===== src/rtl/tracker_supply_pkg.sv =====
// Package with constants and carrier types for the tracker supply supervisor.
package tracker_supply_pkg;

    // -----------------------------------------------------------------
    // Timing constants and tracker count
    // -----------------------------------------------------------------
    localparam int CLK_HZ = 10_000_000;
    localparam int SHUTDOWN_HOLD_MS = 1000;
    localparam int SHUTDOWN_HOLD_CYCLES = (CLK_HZ / 1000) * SHUTDOWN_HOLD_MS;
    localparam int STG_TIME_US = 100;
    localparam int STG_CYCLES = (CLK_HZ / 1_000_000) * STG_TIME_US;
    localparam int NUM_TRACKERS = 2;

    // -----------------------------------------------------------------
    // Main state machine states as seen by this block
    // -----------------------------------------------------------------
    typedef enum logic [2:0] {
        ST_INIT = 3'h0,
        ST_NORMAL = 3'h1,
        ST_SLEEP = 3'h2,
        ST_WAKE = 3'h3,
        ST_STANDBY = 3'h4,
        ST_SAFE_SHUTDOWN = 3'h5
    } main_state_type;

    // Per-tracker comparator bundle.
    typedef struct packed {
        logic over_voltage;
        logic under_voltage;
    } monitor_type;

    // Per-tracker status flags.
    typedef struct packed {
        logic short_to_ground;
        logic over_voltage;
        logic under_voltage;
    } flags_type;

    localparam flags_type FLAGS_RESET = '0;

endpackage


===== src/rtl/tracker_supply_supervisor.sv =====
// Supervision and enable control for two sensor-supply trackers.
`timescale 1ns/1ps
module tracker_supply_supervisor #(
    parameter int NTRK = tracker_supply_pkg::NUM_TRACKERS,
    parameter int STG_CYCLES = tracker_supply_pkg::STG_CYCLES,
    parameter int HOLD_CYCLES = tracker_supply_pkg::SHUTDOWN_HOLD_CYCLES
) (
    // Clock and reset.
    input wire logic CLK,
    input wire logic RSTN,
    // Main state machine and software configuration.
    input wire tracker_supply_pkg::main_state_type MAIN_STATE,
    input wire logic [NTRK-1:0] SW_ENABLE,
    // Analog monitor comparators.
    input wire tracker_supply_pkg::monitor_type [NTRK-1:0] MONITOR,
    input wire logic OVERTEMP_WARNING,
    input wire logic OVERTEMP_SHUTDOWN,
    // Software flag clears, one pulse per flag bit.
    input wire tracker_supply_pkg::flags_type [NTRK-1:0] FLAG_CLEAR,
    input wire logic OVERTEMP_WARNING_CLEAR,
    // Regulator enables and reset output.
    output logic [NTRK-1:0] TRACKER_ENABLE,
    output logic RESET_OUTPUT_N,
    output logic SUPPLIES_OFF,
    // Status and interrupt.
    output tracker_supply_pkg::flags_type [NTRK-1:0] TRACKER_FLAGS,
    output logic OVERTEMP_WARNING_FLAGS,
    output logic INTERRUPT
);

    // -----------------------------------------------------------------
    // Elaboration checks
    // -----------------------------------------------------------------
    // Zero counts would leave the timers unable to ever expire.
    if (NTRK < 1 || STG_CYCLES < 1 || HOLD_CYCLES < 1) begin : g_bad_param
        $error("tracker_supply_supervisor: bad parameter");
    end

    localparam int CW = $clog2(HOLD_CYCLES + 1);
    localparam int SW = $clog2(STG_CYCLES + 1);

    logic forced_off;
    logic [CW-1:0] hold_ff;
    logic [NTRK-1:0] latched_off_ff;
    logic [NTRK-1:0] ov_event;
    logic [NTRK-1:0] uv_event;
    logic [NTRK-1:0] stg_event;
    logic warn_d_ff;
    logic warn_event;
    logic [NTRK-1:0] any_event;

    // Standby and safe shutdown override the software enables.
    assign forced_off = (MAIN_STATE == tracker_supply_pkg::ST_STANDBY) ||
        (MAIN_STATE == tracker_supply_pkg::ST_SAFE_SHUTDOWN);

    // -----------------------------------------------------------------
    // Thermal shutdown hold timer
    // -----------------------------------------------------------------
    // Reloads while hot, so the off time counts from the last hot cycle.
    always_ff @(posedge CLK) begin
        if (!RSTN) begin
            hold_ff <= '0;
        end else if (OVERTEMP_SHUTDOWN) begin
            hold_ff <= CW'(HOLD_CYCLES);
        end else if (hold_ff != '0) begin
            hold_ff <= hold_ff - CW'(1);
        end
    end

    // Warning edge detection for the interrupt pulse.
    always_ff @(posedge CLK) begin
        if (!RSTN) begin
            warn_d_ff <= 1'b0;
        end else begin
            warn_d_ff <= OVERTEMP_WARNING;
        end
    end
    assign warn_event = OVERTEMP_WARNING && !warn_d_ff;

    // -----------------------------------------------------------------
    // Per-tracker supervision
    // -----------------------------------------------------------------
    for (genvar i = 0; i < NTRK; i++) begin : g_trk
        logic [SW-1:0] uv_cnt_ff;
        logic uv_d_ff;
        logic ov_d_ff;

        // Edges of the comparators give one event per trip.
        always_ff @(posedge CLK) begin
            if (!RSTN) begin
                uv_d_ff <= 1'b0;
                ov_d_ff <= 1'b0;
            end else begin
                uv_d_ff <= MONITOR[i].under_voltage;
                ov_d_ff <= MONITOR[i].over_voltage;
            end
        end
        // Reference off gives a zero output, seen by the same comparator.
        assign uv_event[i] = MONITOR[i].under_voltage && !uv_d_ff &&
            TRACKER_ENABLE[i];
        assign ov_event[i] = MONITOR[i].over_voltage && !ov_d_ff;

        // Under-voltage duration counter; saturates after one report.
        always_ff @(posedge CLK) begin
            if (!RSTN) begin
                uv_cnt_ff <= '0;
            end else if (!MONITOR[i].under_voltage || !TRACKER_ENABLE[i]) begin
                uv_cnt_ff <= '0;
            end else if (uv_cnt_ff != SW'(STG_CYCLES)) begin
                uv_cnt_ff <= uv_cnt_ff + SW'(1);
            end
        end
        assign stg_event[i] = TRACKER_ENABLE[i] && MONITOR[i].under_voltage &&
            (uv_cnt_ff == SW'(STG_CYCLES - 1));

        // A fault latch holds the tracker off until software toggles it or standby or safe shutdown is entered.
        always_ff @(posedge CLK) begin
            if (!RSTN) begin
                latched_off_ff[i] <= 1'b0;
            end else if (ov_event[i] || MONITOR[i].over_voltage ||
                         stg_event[i]) begin
                latched_off_ff[i] <= 1'b1;
            end else if (!SW_ENABLE[i] || forced_off) begin
                latched_off_ff[i] <= 1'b0;
            end
        end

        // Enable output.
        always_ff @(posedge CLK) begin
            if (!RSTN) begin
                TRACKER_ENABLE[i] <= 1'b0;
            end else begin
                TRACKER_ENABLE[i] <= SW_ENABLE[i] && !forced_off &&
                    !OVERTEMP_SHUTDOWN && hold_ff == '0 &&
                    !MONITOR[i].over_voltage && !stg_event[i] &&
                    !latched_off_ff[i];
            end
        end

        // Sticky flags: a set in the same cycle as a clear wins.
        always_ff @(posedge CLK) begin
            if (!RSTN) begin
                TRACKER_FLAGS[i] <= tracker_supply_pkg::FLAGS_RESET;
            end else begin
                TRACKER_FLAGS[i].over_voltage <= ov_event[i] ||
                    (TRACKER_FLAGS[i].over_voltage &&
                     !FLAG_CLEAR[i].over_voltage);
                TRACKER_FLAGS[i].under_voltage <= uv_event[i] ||
                    (TRACKER_FLAGS[i].under_voltage &&
                     !FLAG_CLEAR[i].under_voltage);
                TRACKER_FLAGS[i].short_to_ground <= stg_event[i] ||
                    (TRACKER_FLAGS[i].short_to_ground &&
                     !FLAG_CLEAR[i].short_to_ground);
            end
        end
        assign any_event[i] = ov_event[i] || uv_event[i] || stg_event[i];

        // Assertions for this tracker.
        ov_disables_a: assert property (
            @(posedge CLK) disable iff (!RSTN)
            MONITOR[i].over_voltage |=> !TRACKER_ENABLE[i])
            else $error("tracker on during over voltage");
        ov_flag_a: assert property (
            @(posedge CLK) disable iff (!RSTN)
            ov_event[i] |=> TRACKER_FLAGS[i].over_voltage && INTERRUPT)
            else $error("over voltage not flagged");
        stg_off_a: assert property (
            @(posedge CLK) disable iff (!RSTN)
            stg_event[i] |=> !TRACKER_ENABLE[i] &&
            TRACKER_FLAGS[i].short_to_ground)
            else $error("short to ground not handled");
        uv_flag_a: assert property (
            @(posedge CLK) disable iff (!RSTN)
            uv_event[i] |=> TRACKER_FLAGS[i].under_voltage && INTERRUPT)
            else $error("under voltage not flagged");
        flag_sticky_a: assert property (
            @(posedge CLK) disable iff (!RSTN)
            TRACKER_FLAGS[i].under_voltage && !FLAG_CLEAR[i].under_voltage
            |=> TRACKER_FLAGS[i].under_voltage)
            else $error("flag lost without clear");
        ref_off_a: assert property (
            @(posedge CLK) disable iff (!RSTN)
            TRACKER_ENABLE[i] && $rose(MONITOR[i].under_voltage)
            |=> INTERRUPT)
            else $error("zero output not reported");
        mode_off_a: assert property (
            @(posedge CLK) disable iff (!RSTN)
            forced_off |=> !TRACKER_ENABLE[i])
            else $error("tracker on in standby or safe state");
        follow_sw_a: assert property (
            @(posedge CLK) disable iff (!RSTN)
            !SW_ENABLE[i] |=> !TRACKER_ENABLE[i])
            else $error("tracker on without software enable");
        thermal_a: assert property (
            @(posedge CLK) disable iff (!RSTN)
            OVERTEMP_SHUTDOWN |=> !TRACKER_ENABLE[i] [*8])
            else $error("tracker re-enabled too soon");
        stg_cv: cover property (@(posedge CLK) disable iff (!RSTN)
            stg_event[i]);
        ov_cv: cover property (@(posedge CLK) disable iff (!RSTN)
            ov_event[i]);
    end

    // -----------------------------------------------------------------
    // Warning flag, reset output and interrupt
    // -----------------------------------------------------------------
    always_ff @(posedge CLK) begin
        if (!RSTN) begin
            OVERTEMP_WARNING_FLAGS <= 1'b0;
        end else begin
            OVERTEMP_WARNING_FLAGS <= warn_event || (OVERTEMP_WARNING_FLAGS &&
                !OVERTEMP_WARNING_CLEAR);
        end
    end

    // Reset low and every supply off while in safe shutdown.
    always_ff @(posedge CLK) begin
        if (!RSTN) begin
            RESET_OUTPUT_N <= 1'b0;
            SUPPLIES_OFF <= 1'b1;
        end else begin
            RESET_OUTPUT_N <=
                MAIN_STATE != tracker_supply_pkg::ST_SAFE_SHUTDOWN;
            SUPPLIES_OFF <=
                MAIN_STATE == tracker_supply_pkg::ST_SAFE_SHUTDOWN;
        end
    end

    // One-cycle interrupt pulse for each cycle with any event, however many events share it.
    always_ff @(posedge CLK) begin
        if (!RSTN) begin
            INTERRUPT <= 1'b0;
        end else begin
            INTERRUPT <= (|any_event) || warn_event;
        end
    end

    warn_flag_a: assert property (
        @(posedge CLK) disable iff (!RSTN)
        warn_event |=> OVERTEMP_WARNING_FLAGS && INTERRUPT)
        else $error("warning not flagged");
    safe_state_a: assert property (
        @(posedge CLK) disable iff (!RSTN)
        MAIN_STATE == tracker_supply_pkg::ST_SAFE_SHUTDOWN
        |=> !RESET_OUTPUT_N && SUPPLIES_OFF && TRACKER_ENABLE == '0)
        else $error("safe state outputs wrong");
    hold_cnt_a: assert property (
        @(posedge CLK) disable iff (!RSTN)
        hold_ff != '0 |=> TRACKER_ENABLE == '0)
        else $error("tracker on during thermal hold");
    warn_cv: cover property (@(posedge CLK) disable iff (!RSTN) warn_event);
    safe_cv: cover property (@(posedge CLK) disable iff (!RSTN)
        !RESET_OUTPUT_N ##1 RESET_OUTPUT_N);

endmodule


===== config.mk =====
export PLATFORM = sky130hd
export DESIGN_NAME = tracker_supply_supervisor
export DESIGN_NICKNAME = d
export VERILOG_FILES = /design/src/rtl/tracker_supply_pkg.sv /design/src/rtl/tracker_supply_supervisor.sv
export SDC_FILE = /design/constraint.sdc
export NUM_CORES = 1
export LEC_CHECK = 0
export BUFFER_PORTS_ARGS = -buffer_cell sky130_fd_sc_hd__buf_2
export CORE_MARGIN = 2
export CORE_UTILIZATION = 24
export CTS_BUF_LIST = sky130_fd_sc_hd__clkbuf_4
export CTS_CLUSTER_DIAMETER = 30
export DETAILED_ROUTE_END_ITERATION = 8
export PLACE_DENSITY = 0.48
export SYNTH_ARGS = -nofsm -noshare
export SYNTH_HDL_FRONTEND = slang
export SYNTH_SLANG_ARGS = --single-unit

===== constraint.sdc =====
create_clock -name CLK -period 3.8 [get_ports CLK]
set_clock_uncertainty 0.2 [all_clocks]
set_input_delay 0.76 -clock CLK [delete_from_list [all_inputs] [get_ports CLK]]
set_output_delay 0.76 -clock CLK [all_outputs]
set_load 0.05 [all_outputs]

Word level (Yosys, flattened, before mapping)
Index checks and enable logic that the tools add are counted.

Equal/unequal tests: 7. Add/subtract/negate cells: 3. Bitwise operators: 1. Reductions and logical operators: 86. Multiplexer cells: 6.

Operator list (count): 24-bit 2-to-1 mux (2); 1-bit logical AND (30); 1-bit logical NOT (26); 24-bit logical NOT (1); 24-bit nonzero test (1); 24-bit by 1-bit subtractor with 24-bit output (second input constant) (1); 1-bit logical OR (21); 10-bit by 1-bit adder with 10-bit output (second input constant) (2); 10-bit == test (second input constant) (2); 10-bit inequality test (second input constant) (2); 2-bit OR reduction (4); 3-bit == test (second input constant) (2); 2-bit nonzero test (3); 1-bit 2-to-1 mux (4); 3-bit inequality test (second input constant) (1); 1-bit NOT (1).

Bits in registers: 63. Logic and storage cells: 126. Input port bits: 20. Output and inout port bits: 12.

Logic depth before layout (Yosys ltp)
Word-level depth: 9. Mapped depth: 7. Mapped depth without buffers: 6.

Worst setup path after synthesis
OpenSTA, ideal clock, no wires.

Path kind: register to register. Start point: register hold_ff[9]. End point: register hold_ff[23]. Cell stages (with the launch flop): 7. Data required time: 3526 ps. Path slack: 1235 ps. Path buffers: 1. Library setup time: 74 ps. Data arrival time: 2291 ps. Clock period less this slack: 2565 ps. Cells stage by stage: dfxtp_1 or4_4 or3_1 buf_2 or3_4 or4_1 a31oi_1.

Word-level cells in the longest chain between the ends: 3. Elaborated cells between the ends (all ways): 5. Those cells by class: add/sub: 1; mux: 2; reduce/logical: 2.

RTL lines: start: declaration (RTL line tracker_supply_supervisor.sv:43) `logic [CW-1:0] hold_ff;`; start signal: assignment (RTL line tracker_supply_supervisor.sv:64) `hold_ff <= CW'(HOLD_CYCLES);`; start signal: assignment (RTL line tracker_supply_supervisor.sv:66) `hold_ff <= hold_ff - CW'(1);`; 24-bit by 1-bit subtractor with 24-bit output (RTL line tracker_supply_supervisor.sv:66); 24-bit 2-to-1 mux (RTL line tracker_supply_supervisor.sv:65) `end else if (hold_ff != '0) begin`; 24-bit 2-to-1 mux (RTL line tracker_supply_supervisor.sv:63) `end else if (OVERTEMP_SHUTDOWN) begin`.

Parallel ways exist; a longest one is shown, timed or not. The select of a mux whose other input is x is not followed. A chain may end at the register's enable or synchronous reset.

Final worst setup path
Start point: register hold_ff[4]. End point: register hold_ff[10].

Same word-level chain as after synthesis.

==> metrics.md <==
| Metric | Value |
|---|---|
| Mean post-synth cell area | `a little under 9 um^2` |
| Via/cell ratio | `4.56` |
| Ys flop type | `dfxtp_1` |
| DP Cell Count | `approximately 470` |
| Final hold violations | `0` |
| IO buf count | `31` |
| Worst Tran Pin Value | `approximately 0.84 ns` |
| Cts bufs inserted | `9` |
| Post-synthesis sequential area ratio | `0.464` |
| Number of distinct library cells after synthesis | `40` |
| Largest net degree at the start of global routing | `17` |
| Residual DRC | `0` |
| Post-layout util | `0.289` |
| Min-delay worst type | `flip-flop to flip-flop` |
| Int Power | `between 0.9 and 1 mW` |
| CP arrival | `around 2.8 ns` |
| Leak | `roughly 1.1 nW` |
| Overall global routing resource usage | `0.102` |
| Worst EP required | `3.90 ns` |
| Mapped cell area | `about 0.0027 mm^2` |
| Final setup viols | `0` |
| Top Ports | `32` |
| Setup CP Type | `flip-flop to flip-flop` |
| Pre-Repair DR Iteration Count | `4` |
| Part of the power in registers | `0.525` |
| DR vias | `2229` |
| Net switching power | `between 0.3 and 0.4 mW` |
| Number of global-route vias before repair | `between 2000 and 2500` |
| Cells after Synth | `around 310` |
| Fin. max-slew vios | `0` |
| Final Instance Count excl. Fillers | `489` |
| EDFF count, synth | `0` |
| Sink Count | `63` |
| Die Wd | `between 100 and 150 um` |
| Layout filler cell count | `about 1200` |
| Antenna-violating nets left | `0` |
| Yosys warning total | `0` |
| Post-CTS setup buffers | `0` |
| Total global routing overflow | `0` |
| Post_cts resized | `0` |
| #FFs+latches synth | `63` |
| Synth area leaders | `dfxtp_1 (46%), nor2_1 (5.8%), xnor2_1 (4.5%)` |
| # hold bufs at CTS | `0` |
| Mapped Nets | `roughly 330` |
| Final min period | `approximately 2.7 ns` |
| First-pass GRT wire length | `10100 um` |
| Total negative setup slack | `0 ns` |
| Wire length per cell | `approximately 12 um` |
| Crit end category | `flip-flop` |
| CTS tree | `yes` |
| Htree depth | `3` |
| Area grow syn2layout | `16.4%` |
| Critical path fanouts, max | `11` |
| RD Place Congestion | `0.757` |
| Post-synth top area share | `0.464` |
| Clock Path Buffers | `2` |
| Run status | `finished clean` |
| Switching Share | `0.287` |
| Post-route cell area | `approximately 0.0032 mm^2` |
| Final worst path period share | `0.719` |
| FFs w/ async S/R, synth | `0` |
| Leading area contributor after synthesis | `dfxtp_1` |
| Row count | `38` |
| VDD IR max | `0.000133 V` |
| PD cells | `around 430 mW/mm^2` |
| Antenna violations before repair | `1` |
| Worst-path clk slew | `between 0.1 and 0.15 ns` |
| Die height | `approximately 110 um` |
| Initial Util | `0.249` |
| Share of cells above drive strength 1 | `0.161` |
| Clk pwr share | `0.340` |
| Combinational Power Share | `0.135` |
| Drt initial violations | `between 90 and 100` |
| Slew margin rel. | `0.434` |
| Maxcap violations | `0` |
| CP startpoint kind | `flip-flop` |
| Unrepaired setup endpoints after global routing | `no` |
| Post-DP HPWL | `4220 um` |
| NumNets Final | `approximately 370` |
| Dpl cell area | `between 0.003 and 0.004 mm^2` |
| Clock insertion delay at the later pin of the skew report | `about 0.42 ns` |
| Final WL | `around 6000 um` |
| Die area | `about 0.012 mm^2` |
| CORE AREA | `approximately 0.011 mm^2` |
| FMAX | `366 MHz` |
| CTS root buf | `clkbuf_4` |
[routing by layer]
metal / GRT usage / up-vias / wire (um)
li1: - / 1153 / -
met1: 0.140 / 1026 / 3140
met2: 0.148 / 41 / 2510
met3: 0.0285 / 9 / 229
met4: 0.0475 / 0 / 126
met5: 0 / - / 0
[power groups by stage]
stage / logic [mW] / registers, mW / clock network, mW
5_1_grt: 0.203 / 0.715 / 0.504
4_1_cts: 0.183 / 0.710 / 0.478
2_1_floorplan: 0.124 / 0.734 / 0
3_3_place_gp: 0.180 / 0.725 / 0
6_report: 0.183 / 0.710 / 0.460
3_5_place_dp: 0.182 / 0.725 / 0
[through the flow]
step                      hold slack, ns  setup slack [ns]  total power [mW]
after floorplan                    0.199              1.24             0.857
after global placement             0.216              1.15             0.905
after detailed placement           0.228              1.13             0.906
after CTS                          0.224              1.10              1.37
after global routing               0.242             0.826              1.42
final                              0.216              1.07              1.35
[registers in the layout (all words and copies together) (netlist names)]
register                flops
INTERRUPT                   1
OVERTEMP_WARNING_FLAGS      1
RESET_OUTPUT_N              1
SUPPLIES_OFF                1
TRACKER_ENABLE              2
TRACKER_FLAGS               6
g_trk.ov_d_ff               2
g_trk.uv_cnt_ff            20
g_trk.uv_d_ff               2
hold_ff                    24
latched_off_ff              2
warn_d_ff                   1
[cell usage after synthesis (all sizes together), types with 4 or more instances]
cell type / number
nand2b: 10
o211ai: 4
dfxtp: 63
xnor2: 14
ha: 6
and2: 5
nand3: 15
inv: 17
nand2: 10
o21ai: 7
nor2: 42
or4: 7
xor2: 11
nor3: 5
or3: 10
or3b: 4
o31ai: 6
nor4: 10
o31a: 5
a21oi: 23
clkbuf: 6
nand4: 7
[critical path: stages (launching register included)]
cell,delay [ns]
dfxtp_1,0.35
nor4_1,0.54
nand4_1,0.49
o21ai_1,0.66
nor4_1,0.09
o31a_1,0.29
[placed cells by master, fill, tap and decap left out, types with 2 or more instances in the layout]
| cell | n |
|---|---|
| o21ai_0 | 6 |
| inv_1 | 17 |
| a21oi_1 | 23 |
| nand2b_1 | 10 |
| o31a_1 | 5 |
| xnor2_1 | 14 |
| or4_1 | 6 |
| nor2_1 | 42 |
| or2_2 | 2 |
| nand2_1 | 10 |
| nor4_1 | 10 |
| nand4_1 | 7 |
| and2_1 | 5 |
| dfxtp_1 | 63 |
| o31ai_1 | 6 |
| nand3_1 | 15 |
| a31oi_1 | 2 |
| nor3_1 | 5 |
| buf_2 | 31 |
| nand3b_1 | 2 |
| ha_1 | 6 |
| nor2b_1 | 2 |
| clkbuf_4 | 10 |
| o211ai_1 | 4 |
| xor2_1 | 11 |
| mux2i_1 | 2 |
| clkinv_2 | 3 |
| o2111ai_1 | 2 |
| or3b_2 | 4 |
| or3_1 | 9 |
[path summary, 6_finish.rpt]
check | from | to | slack [ns] | cells after the start
max | hold_ff[4] | hold_ff[10] | 1.07 | 5
min | latched_off_ff[1] | TRACKER_ENABLE[1] | 0.22 | 1
max reg2reg | hold_ff[4] | hold_ff[10] | 1.07 | 5
min reg2reg | latched_off_ff[1] | TRACKER_ENABLE[1] | 0.22 | 1
[layout make-up]
| class | instances | area [um^2] | share of cell area |
|---|---|---|---|
| repair buffers | 32 | 163 | 0.0514 |
| clock inverters | 6 | 61.3 | 0.0194 |
| diodes | 1 | 2.50 | 0.000791 |
| flip-flops and latches | 63 | 1260 | 0.398 |
| inverters | 17 | 63.8 | 0.0202 |
| multi-input cells | 220 | 1360 | 0.431 |
| well taps | 140 | 175 | 0.0553 |
| clock buffers | 10 | 75.1 | 0.0237 |
[logic make-up (layout without fill, tap and decap cells)]
group / after synthesis / in the layout / synth area share
flip-flops: 63 / 63 / 0.464
adder cells (fa/ha/maj): 6 / 6 / 0.0276
XOR/XNOR: 25 / 25 / 0.0805
AND/OR/NAND/NOR: 134 / 134 / 0.264
buffers and inverters: 25 / 65 / 0.0350
multiplexers: 2 / 2 / 0.00736
AO/OA/AOI/OAI: 53 / 53 / 0.121
other: 0 / 1 / 0
No activity file was read; power rests on OpenSTA's default activity.
